===== src/shared/wdtm_map.vh =====
`ifndef WDTM_MAP_VH
`define WDTM_MAP_VH
// ----------------------------------------
// watchdog mode register map and timing
// ----------------------------------------
`define WDTM_BANK 4'hf
`define WDTM_MODE_OFS 4'hf
`define WDTM_TAP_LSB 0
`define WDTM_HALT_BIT 2
`define WDTM_STOP_BIT 3
`define WDTM_MODE_RESET 8'h01
`define WDTM_WINDOW_CYCLES 8'h3c
`define WDTM_WINDOW_CRYSTAL_CLOCK 8'h78
`define WDTM_TAP0_BITS 5'h0c
`define WDTM_TAP1_BITS 5'h0e
`define WDTM_TAP2_BITS 5'h10
`define WDTM_TAP3_BITS 5'h12
`endif


===== src/hw/wdtm_sync.v =====
// Purpose: two-stage synchroniser for a level crossing into the core clock
// Assumes: level inputs that stay stable for several core cycles
// Notes: first stage feeds only the second
module wdtm_sync (
  input wire i_core_clk,
  input wire i_resetn,
  input wire i_level,
  output wire o_level
);
  reg meta_reg;
  reg sync_reg;

  // ----------------------------------------
  // two flops, first read only by second
  // ----------------------------------------
  always @(posedge i_core_clk or negedge i_resetn) begin
    if (!i_resetn) begin
      meta_reg <= 1'b0;
      sync_reg <= 1'b0;
    end else begin
      meta_reg <= i_level;
      sync_reg <= meta_reg;
    end
  end

  assign o_level = sync_reg;
endmodule


===== src/hw/wdtm_timer.v =====
// Purpose: retriggerable one-shot watchdog with windowed mode register
// Assumes: i_rc_osc is a free-running rc oscillator level, slow vs core clock
// Notes: counting runs on rc edges detected in the core domain
//
// Summary of operation
// - the watchdog is a retriggerable one-shot that pulses a core reset at terminal count.
// - the watchdog idles until the first watchdog instruction, which enables it.
// - every later watchdog instruction refreshes the count, restarting it from zero.
// - the counter advances on the internal rc oscillator, not the processor clock.
// - executing the watchdog instruction updates the zero, sign and overflow flags.
// - mode bits 1:0 choose a counter tap that sets the minimum timeout.
// - mode bit 2 lets the watchdog count while the core is halted.
// - mode bit 3 lets the watchdog count while the core is stopped.
// - mode bits 7:4 are reserved and do nothing.
// - mode writes are taken only in the first 60 processor cycles after reset or recovery.
// - after that window the mode register is locked until the next reset or recovery.
// - the mode register is write-only and reads return zero.
// - the mode register decodes at offset 0fh of expanded bank f.
`include "wdtm_map.vh"
module wdtm_timer #(
  parameter WINDOW_CYCLES = `WDTM_WINDOW_CYCLES,
  parameter CNT_W = `WDTM_TAP3_BITS
) (
  input wire i_core_clk,
  input wire i_resetn,
  input wire i_rc_osc,
  input wire i_proc_cycle,
  input wire i_first_instr,
  input wire i_stop_recover,
  input wire i_wdt_instr,
  input wire i_halt,
  input wire i_stop,
  input wire i_wr,
  input wire i_rd,
  input wire [3:0] i_bank,
  input wire [3:0] i_addr,
  input wire [7:0] i_wdata,
  output reg [7:0] o_rdata,
  output wire o_rd_hit,
  output reg o_flag_upd,
  output reg o_flag_zero,
  output reg o_flag_sign,
  output reg o_flag_ovf,
  output wire o_enabled,
  output reg o_core_reset
);
  localparam WIN_W = 8;
  // only the low nibble of the reset mode is stored
  localparam [7:0] MODE_RST = `WDTM_MODE_RESET;
  reg [3:0] mode_reg;
  reg [3:0] mode_next;
  reg win_open_reg;
  reg [WIN_W-1:0] win_cnt_reg;
  reg en_reg;
  reg [CNT_W-1:0] cnt_reg;
  reg [CNT_W-1:0] cnt_next;
  reg rc_prev_reg;
  reg rst_next;
  wire rc_lvl;
  wire rc_edge;
  wire hit;
  wire run_ok;
  wire term;

  // ----------------------------------------
  // tap decode
  // ----------------------------------------
  // chosen counter bit that marks terminal count for a tap code
  function [4:0] wdtm_tap_bit;
    input [1:0] sel;
    begin
      case (sel)
        2'h0: wdtm_tap_bit = `WDTM_TAP0_BITS - 5'h01;
        2'h1: wdtm_tap_bit = `WDTM_TAP1_BITS - 5'h01;
        2'h2: wdtm_tap_bit = `WDTM_TAP2_BITS - 5'h01;
        default: wdtm_tap_bit = `WDTM_TAP3_BITS - 5'h01;
      endcase
    end
  endfunction

  // ----------------------------------------
  // rc oscillator edge detect
  // ----------------------------------------
  // rc clock crosses as a level, edge taken after the second stage
  wdtm_sync u_rc_sync (
    .i_core_clk(i_core_clk),
    .i_resetn(i_resetn),
    .i_level(i_rc_osc),
    .o_level(rc_lvl)
  );

  always @(posedge i_core_clk or negedge i_resetn) begin
    if (!i_resetn) begin
      rc_prev_reg <= 1'b0;
    end else begin
      rc_prev_reg <= rc_lvl;
    end
  end

  assign rc_edge = rc_lvl & ~rc_prev_reg;

  // ----------------------------------------
  // mode register and write window
  // ----------------------------------------
  assign hit = (i_bank == `WDTM_BANK) && (i_addr == `WDTM_MODE_OFS);

  // reserved upper bits are simply not stored
  always @* begin
    mode_next = mode_reg;
    if (i_wr && hit && win_open_reg) begin
      mode_next = i_wdata[3:0];
    end
  end

  // window reopens on a reset or stop recovery; counts processor cycles
  // from the first instruction, a core reset from this block restarts it too
  always @(posedge i_core_clk or negedge i_resetn) begin
    if (!i_resetn) begin
      mode_reg <= MODE_RST[3:0];
      win_open_reg <= 1'b1;
      win_cnt_reg <= {WIN_W{1'b0}};
    end else begin
      mode_reg <= mode_next;
      if (i_stop_recover || o_core_reset) begin
        win_open_reg <= 1'b1;
        win_cnt_reg <= {WIN_W{1'b0}};
      end else if (win_open_reg && (i_proc_cycle || i_first_instr) &&
                   (i_first_instr || win_cnt_reg != {WIN_W{1'b0}})) begin
        if (win_cnt_reg == WINDOW_CYCLES[WIN_W-1:0] - 8'h01) begin
          win_open_reg <= 1'b0;
        end
        win_cnt_reg <= win_cnt_reg + 8'h01;
      end
    end
  end

  // ----------------------------------------
  // read side: write-only location
  // ----------------------------------------
  assign o_rd_hit = i_rd & hit;

  always @(posedge i_core_clk or negedge i_resetn) begin
    if (!i_resetn) begin
      o_rdata <= 8'h00;
    end else begin
      o_rdata <= 8'h00;
    end
  end

  // ----------------------------------------
  // watchdog counter
  // ----------------------------------------
  assign run_ok = (~i_halt | mode_reg[`WDTM_HALT_BIT]) &
                  (~i_stop | mode_reg[`WDTM_STOP_BIT]);
  assign term = cnt_reg[wdtm_tap_bit(mode_reg[1:0])];
  assign o_enabled = en_reg;

  always @* begin
    cnt_next = cnt_reg;
    rst_next = 1'b0;
    if (i_wdt_instr) begin
      cnt_next = {CNT_W{1'b0}};
    end else if (en_reg && term) begin
      cnt_next = {CNT_W{1'b0}};
      rst_next = 1'b1;
    end else if (en_reg && rc_edge && run_ok) begin
      cnt_next = cnt_reg + {{(CNT_W-1){1'b0}}, 1'b1};
    end
  end

  // enable is sticky until a reset; a watchdog reset disarms it again
  always @(posedge i_core_clk or negedge i_resetn) begin
    if (!i_resetn) begin
      en_reg <= 1'b0;
      cnt_reg <= {CNT_W{1'b0}};
      o_core_reset <= 1'b0;
    end else begin
      cnt_reg <= cnt_next;
      o_core_reset <= rst_next;
      if (i_wdt_instr) begin
        en_reg <= 1'b1;
      end else if (rst_next) begin
        en_reg <= 1'b0;
      end
    end
  end

  // ----------------------------------------
  // condition flags from the instruction
  // ----------------------------------------
  // result taken as zero: z set, s and v cleared
  always @(posedge i_core_clk or negedge i_resetn) begin
    if (!i_resetn) begin
      o_flag_upd <= 1'b0;
      o_flag_zero <= 1'b0;
      o_flag_sign <= 1'b0;
      o_flag_ovf <= 1'b0;
    end else begin
      o_flag_upd <= i_wdt_instr;
      if (i_wdt_instr) begin
        o_flag_zero <= 1'b1;
        o_flag_sign <= 1'b0;
        o_flag_ovf <= 1'b0;
      end
    end
  end
endmodule


===== config.mk =====
export PLATFORM = sky130hd
export DESIGN_NAME = wdtm_timer
export DESIGN_NICKNAME = d
export VERILOG_FILES = /design/src/hw/wdtm_sync.v /design/src/hw/wdtm_timer.v
export VERILOG_INCLUDE_DIRS = /design/src /design/src/shared
export SDC_FILE = /design/constraint.sdc
export NUM_CORES = 1
export LEC_CHECK = 0
export ABC_AREA = 1
export BUFFER_PORTS_ARGS = -buffer_cell sky130_fd_sc_hd__buf_2
export CAP_MARGIN = 30
export CORE_MARGIN = 4
export CORE_UTILIZATION = 53
export DETAILED_ROUTE_END_ITERATION = 6
export GPL_TIMING_DRIVEN = 0
export PLACE_DENSITY = 0.89
export SYNTH_ARGS = -nofsm -noshare
export SYNTH_HDL_FRONTEND = slang
export SYNTH_SLANG_ARGS = --single-unit

===== constraint.sdc =====
create_clock -name i_core_clk -period 2.6 [get_ports i_core_clk]
set_input_delay 0.39 -clock i_core_clk [delete_from_list [all_inputs] [get_ports i_core_clk]]
set_output_delay 0.39 -clock i_core_clk [all_outputs]
set_load 0.05 [all_outputs]

==> results summary <==
In this run the standard cell core region covers between 0.004 and 0.005 mm^2. The final RePlAce weighted congestion is about 0.84. The gate count of the mapped netlist is about 270. The number of nets at the end of the flow came out at between 300 and 400.

The clock network is responsible for 32.5% of the overall power. The chip width came out at between 70 and 80 um. The clock skew after layout came out at approximately 0.011 ns. The proportion of synthesized chip area in sequential cells is around 43%. The power density over the cells came out at 461 mW/mm^2.

The count of antenna-violating nets left after detailed routing is 0. In the synthesized netlist the dominant register cell turns out to be dfrtp_1. The number of hold buffers added after CTS is 0. The clock-pin transition on the worst setup and hold timing paths came out at 0.08 ns.

The synthesized netlist devotes under 10% of its cell area to compound gates. The total die area came out at around 0.0053 mm^2. Data on the critical path arrives at its endpoint at 2.02 ns. The overall fraction of global-route tracks in use is 18.1%. The number of buffer cells added on primary ports is 27. The number of failing setup endpoints in the final timing report is 0.

After Yosys synthesis, and, or, nand and nor cells account for roughly 34% of the synthesized area. The worst vdd rail ir drop is roughly 0.27 mV. The post-CTS repair timing setup buffer count came out at 0. Net switching is between 20 and 30% of the power. In this run, the combinational gates consume between 10% and 20% of the power. The number of H-tree levels is 2. The most frequent standard cell in the layout excluding fill and tap cells is nand2_1. The number of detailed-routing iterations run before antenna repair came out at 4.

The cell sitting at the root of the clock tree is a clkbuf_8. After legalization and detailed placement, the total HPWL measured roughly 3.4 mm. In this run the core area contains 23 standard-cell rows. The first routing iteration left 95 violations.

Cell internal power was estimated by the tool at approximately 0.85 mW. The synthesized area per cell came out at 8.18 um^2. The number of maximum-capacitance violations came out at 0.

STA classifies the critical path endpoint as a flop. The switching power came out at between 0.3 and 0.4 mW. The number of synthesized flops with an enable pin is 0. The total inserted antenna cells is 0. The number of vias per cell is 5.09.

The worst setup path is launched from a flop. The dominant combinational cell family by area after synthesis is simple AND/OR/NAND/NOR gates. The filler-free cell count of the finished design came out at 366. The number of top-level design ports came out at 42. The required time at the endpoint of the critical path is between 2 and 3 ns.

The fraction of layout cells with a size suffix above 1 is between 20 and 25%. The share of total power dissipated in sequential elements is 52.6%. The library cells used most frequently in the layout, excluding fill and tap cells, are nand2_1 (54), nor2_1 (40), dfrtp_1 (36), buf_2 (29), inv_1 (24). For the worst-skew pair, the clock arrives at the later sink with an insertion delay of 0.29 ns. The number of global-route vias before repair is roughly 1800. The flow ran to the end, and the final reports show no timing, DRC or antenna violations. The synthesized netlist devotes approximately 5% of its cell area to XOR and XNOR gates. The number of pins with negative max-slew slack in the final report came out at 0. The total routed wirelength came out at about 4.4 mm. The Yosys warning count is 0. At the pin with the least slew margin, the transition time is ~0.82 ns. Yosys mapped the design onto 34 distinct sky130hd cell types. Headroom to the max-slew limit came out at between 40 and 50%.

Setup total negative slack on the finished layout was measured at 0 ns. The wire length of the first global-routing pass came out at between 7 and 8 mm. The maximum fanout along the worst path is 5.

The share of flip-flops with an asynchronous set or reset after synthesis is 100%. The total standard cell area after synthesis came out at about 0.0022 mm^2. The total instance count after detailed placement came out at roughly 360. The via count came out at approximately 1900. The critical path in this run is classified as reg2reg. The number of inserted filler cells in the final layout is roughly 350. From bottom edge to top edge, the die measures about 73 um. The register with the most flip-flops in the layout has 18 of them.

The register bit total from synthesis is 38. The multi-input gate area in the final layout is between 0.001 and 0.0015 mm^2. The total leakage power is 1.27 nW. The fraction of the cycle the final worst path needs is 71.2%. TritonCTS built the clock tree. Setup repair after global routing left no endpoint under its margin.

In the final routed layout, each cell accounts on average for 11.9 um. The number of gates resized after cts is 0. After detailed routing, the number of remaining DRC violations is 0. The number of hold-slack violations in the final timing report came out at 0. After layout, the minimum clock period comes to around 1.9 ns. The initial antenna violation count was 0. Entering global routing, the biggest net connects 39 pins. The mux share of post-synthesis cell area came out at ~2%. The relative area change from synthesis to final layout came out at 14.1%. The completed layout was analyzed and its total power is 1.17 mW. The longest clock path from root to sink contains 2 buffers. Derived from the worst setup path, the maximum achievable clock frequency is between 500 and 600 MHz. In this run, CTS created clock tree buffers numbering 5. After Yosys synthesis, full adders, half adders and majority gates account for about 3.4% of the synthesized area.

The register area is about 950 um^2. The worst min-delay path class is in2async. The clock sink count came out at 38. After global routing the overflow that remains totals 0. The initial utilization of the core area, before any placement, comes to 55.2%.
[Yosys cell counts, types with 2 or more instances]
master | instances | area [um^2]
a21oi_1 | 3 | 15.0
a31oi_1 | 3 | 18.8
buf_2 | 2 | 10.0
buf_4 | 11 | 82.6
buf_6 | 2 | 22.5
dfrtp_1 | 36 | 901
dfstp_2 | 2 | 52.6
ha_1 | 6 | 75.1
inv_1 | 24 | 90.1
inv_2 | 4 | 15.0
mux2_2 | 4 | 45.0
nand2_1 | 54 | 203
nand2_2 | 6 | 37.5
nand2_4 | 2 | 22.5
nand3_1 | 19 | 95.1
nand3_2 | 2 | 20.0
nand4_1 | 13 | 81.3
nor2_1 | 40 | 150
nor2_2 | 2 | 12.5
nor2_4 | 3 | 33.8
nor3_1 | 8 | 40.0
o21ai_0 | 2 | 10.0
o21ai_1 | 2 | 10.0
xor2_1 | 12 | 105
[final timing paths]
path | from | to | slack, ns | cells past startpoint
setup / recovery | mode_reg[0] | cnt_reg[9] | 0.75 | 10
hold / removal | i_resetn | win_cnt_reg[4] | 0.18 | 1
setup reg to reg | mode_reg[0] | cnt_reg[9] | 0.75 | 10
hold reg to reg | u_rc_sync.meta_reg | u_rc_sync.o_level | 0.35 | 0
max in group asynchronous | i_resetn | rc_prev_reg | 1.88 | 1
min in group i_core_clk | i_rc_osc | u_rc_sync.meta_reg | 0.21 | 1
[worst max-delay path: stages, from the launching register on]
cell and delay (ns):
dfstp_2 0.58, inv_2 0.07, ha_1 0.31, inv_1 0.08
nand3_1 0.07, a21oi_1 0.15, nand2_2 0.13, nand2_4 0.11
inv_1 0.09, o21ai_1 0.08, nor2_1 0.06
[cells by family after synthesis]
logic type / Yosys count
flip-flops: 38
XOR/XNOR: 13
multiplexers: 4
adder cells (fa/ha/maj): 6
other: 1
buffers and inverters: 44
AO/OA/AOI/OAI: 11
AND/OR/NAND/NOR: 155
[routing by layer]
| metal | vias to the layer above | global-route usage (%) | share of wire (%) | routed length, um |
|---|---|---|---|---|
| li1 | 937 | - | - | - |
| met1 | 871 | 19.5 | 39 | 1700 |
| met2 | 51 | 33.6 | 53 | 2300 |
| met3 | 5 | 4.13 | 6.6 | 286 |
| met4 | 0 | 7.38 | 1.6 | 68 |
| met5 | - | 0 | 0 | 0 |
[through the flow]
stage	setup WS [ns]	utilization (%)	area (um^2)	hold slack, ns
2_1_floorplan	0.949	-	2260	0.0944
6_report	0.750	63.0	2540	0.177
3_3_place_gp	0.803	61.0	2460	0.331
4_1_cts	0.730	63.0	2540	0.195
3_5_place_dp	0.757	61.0	2460	0.341
5_1_grt	0.589	63.0	2540	0.207
[power groups by stage]
stage	logic (mW)	registers (mW)	clock network [mW]
2_1_floorplan	0.116	0.636	0
4_1_cts	0.176	0.616	0.402
3_5_place_dp	0.176	0.627	0
6_report	0.175	0.616	0.381
5_1_grt	0.193	0.617	0.419
3_3_place_gp	0.171	0.626	0
[cell type report]
cell class / count / share of cell area (%)
multi-input cells: 199 / 42.6
flip-flops and latches: 38 / 37.5
repair buffers: 27 / 5.32
plain buffers: 16 / 4.68
inverters: 28 / 4.14
clock buffers: 6 / 2.86
well taps: 50 / 2.46
clock inverters: 2 / 0.394
Note: power is estimated with default switching activity, not from simulation.
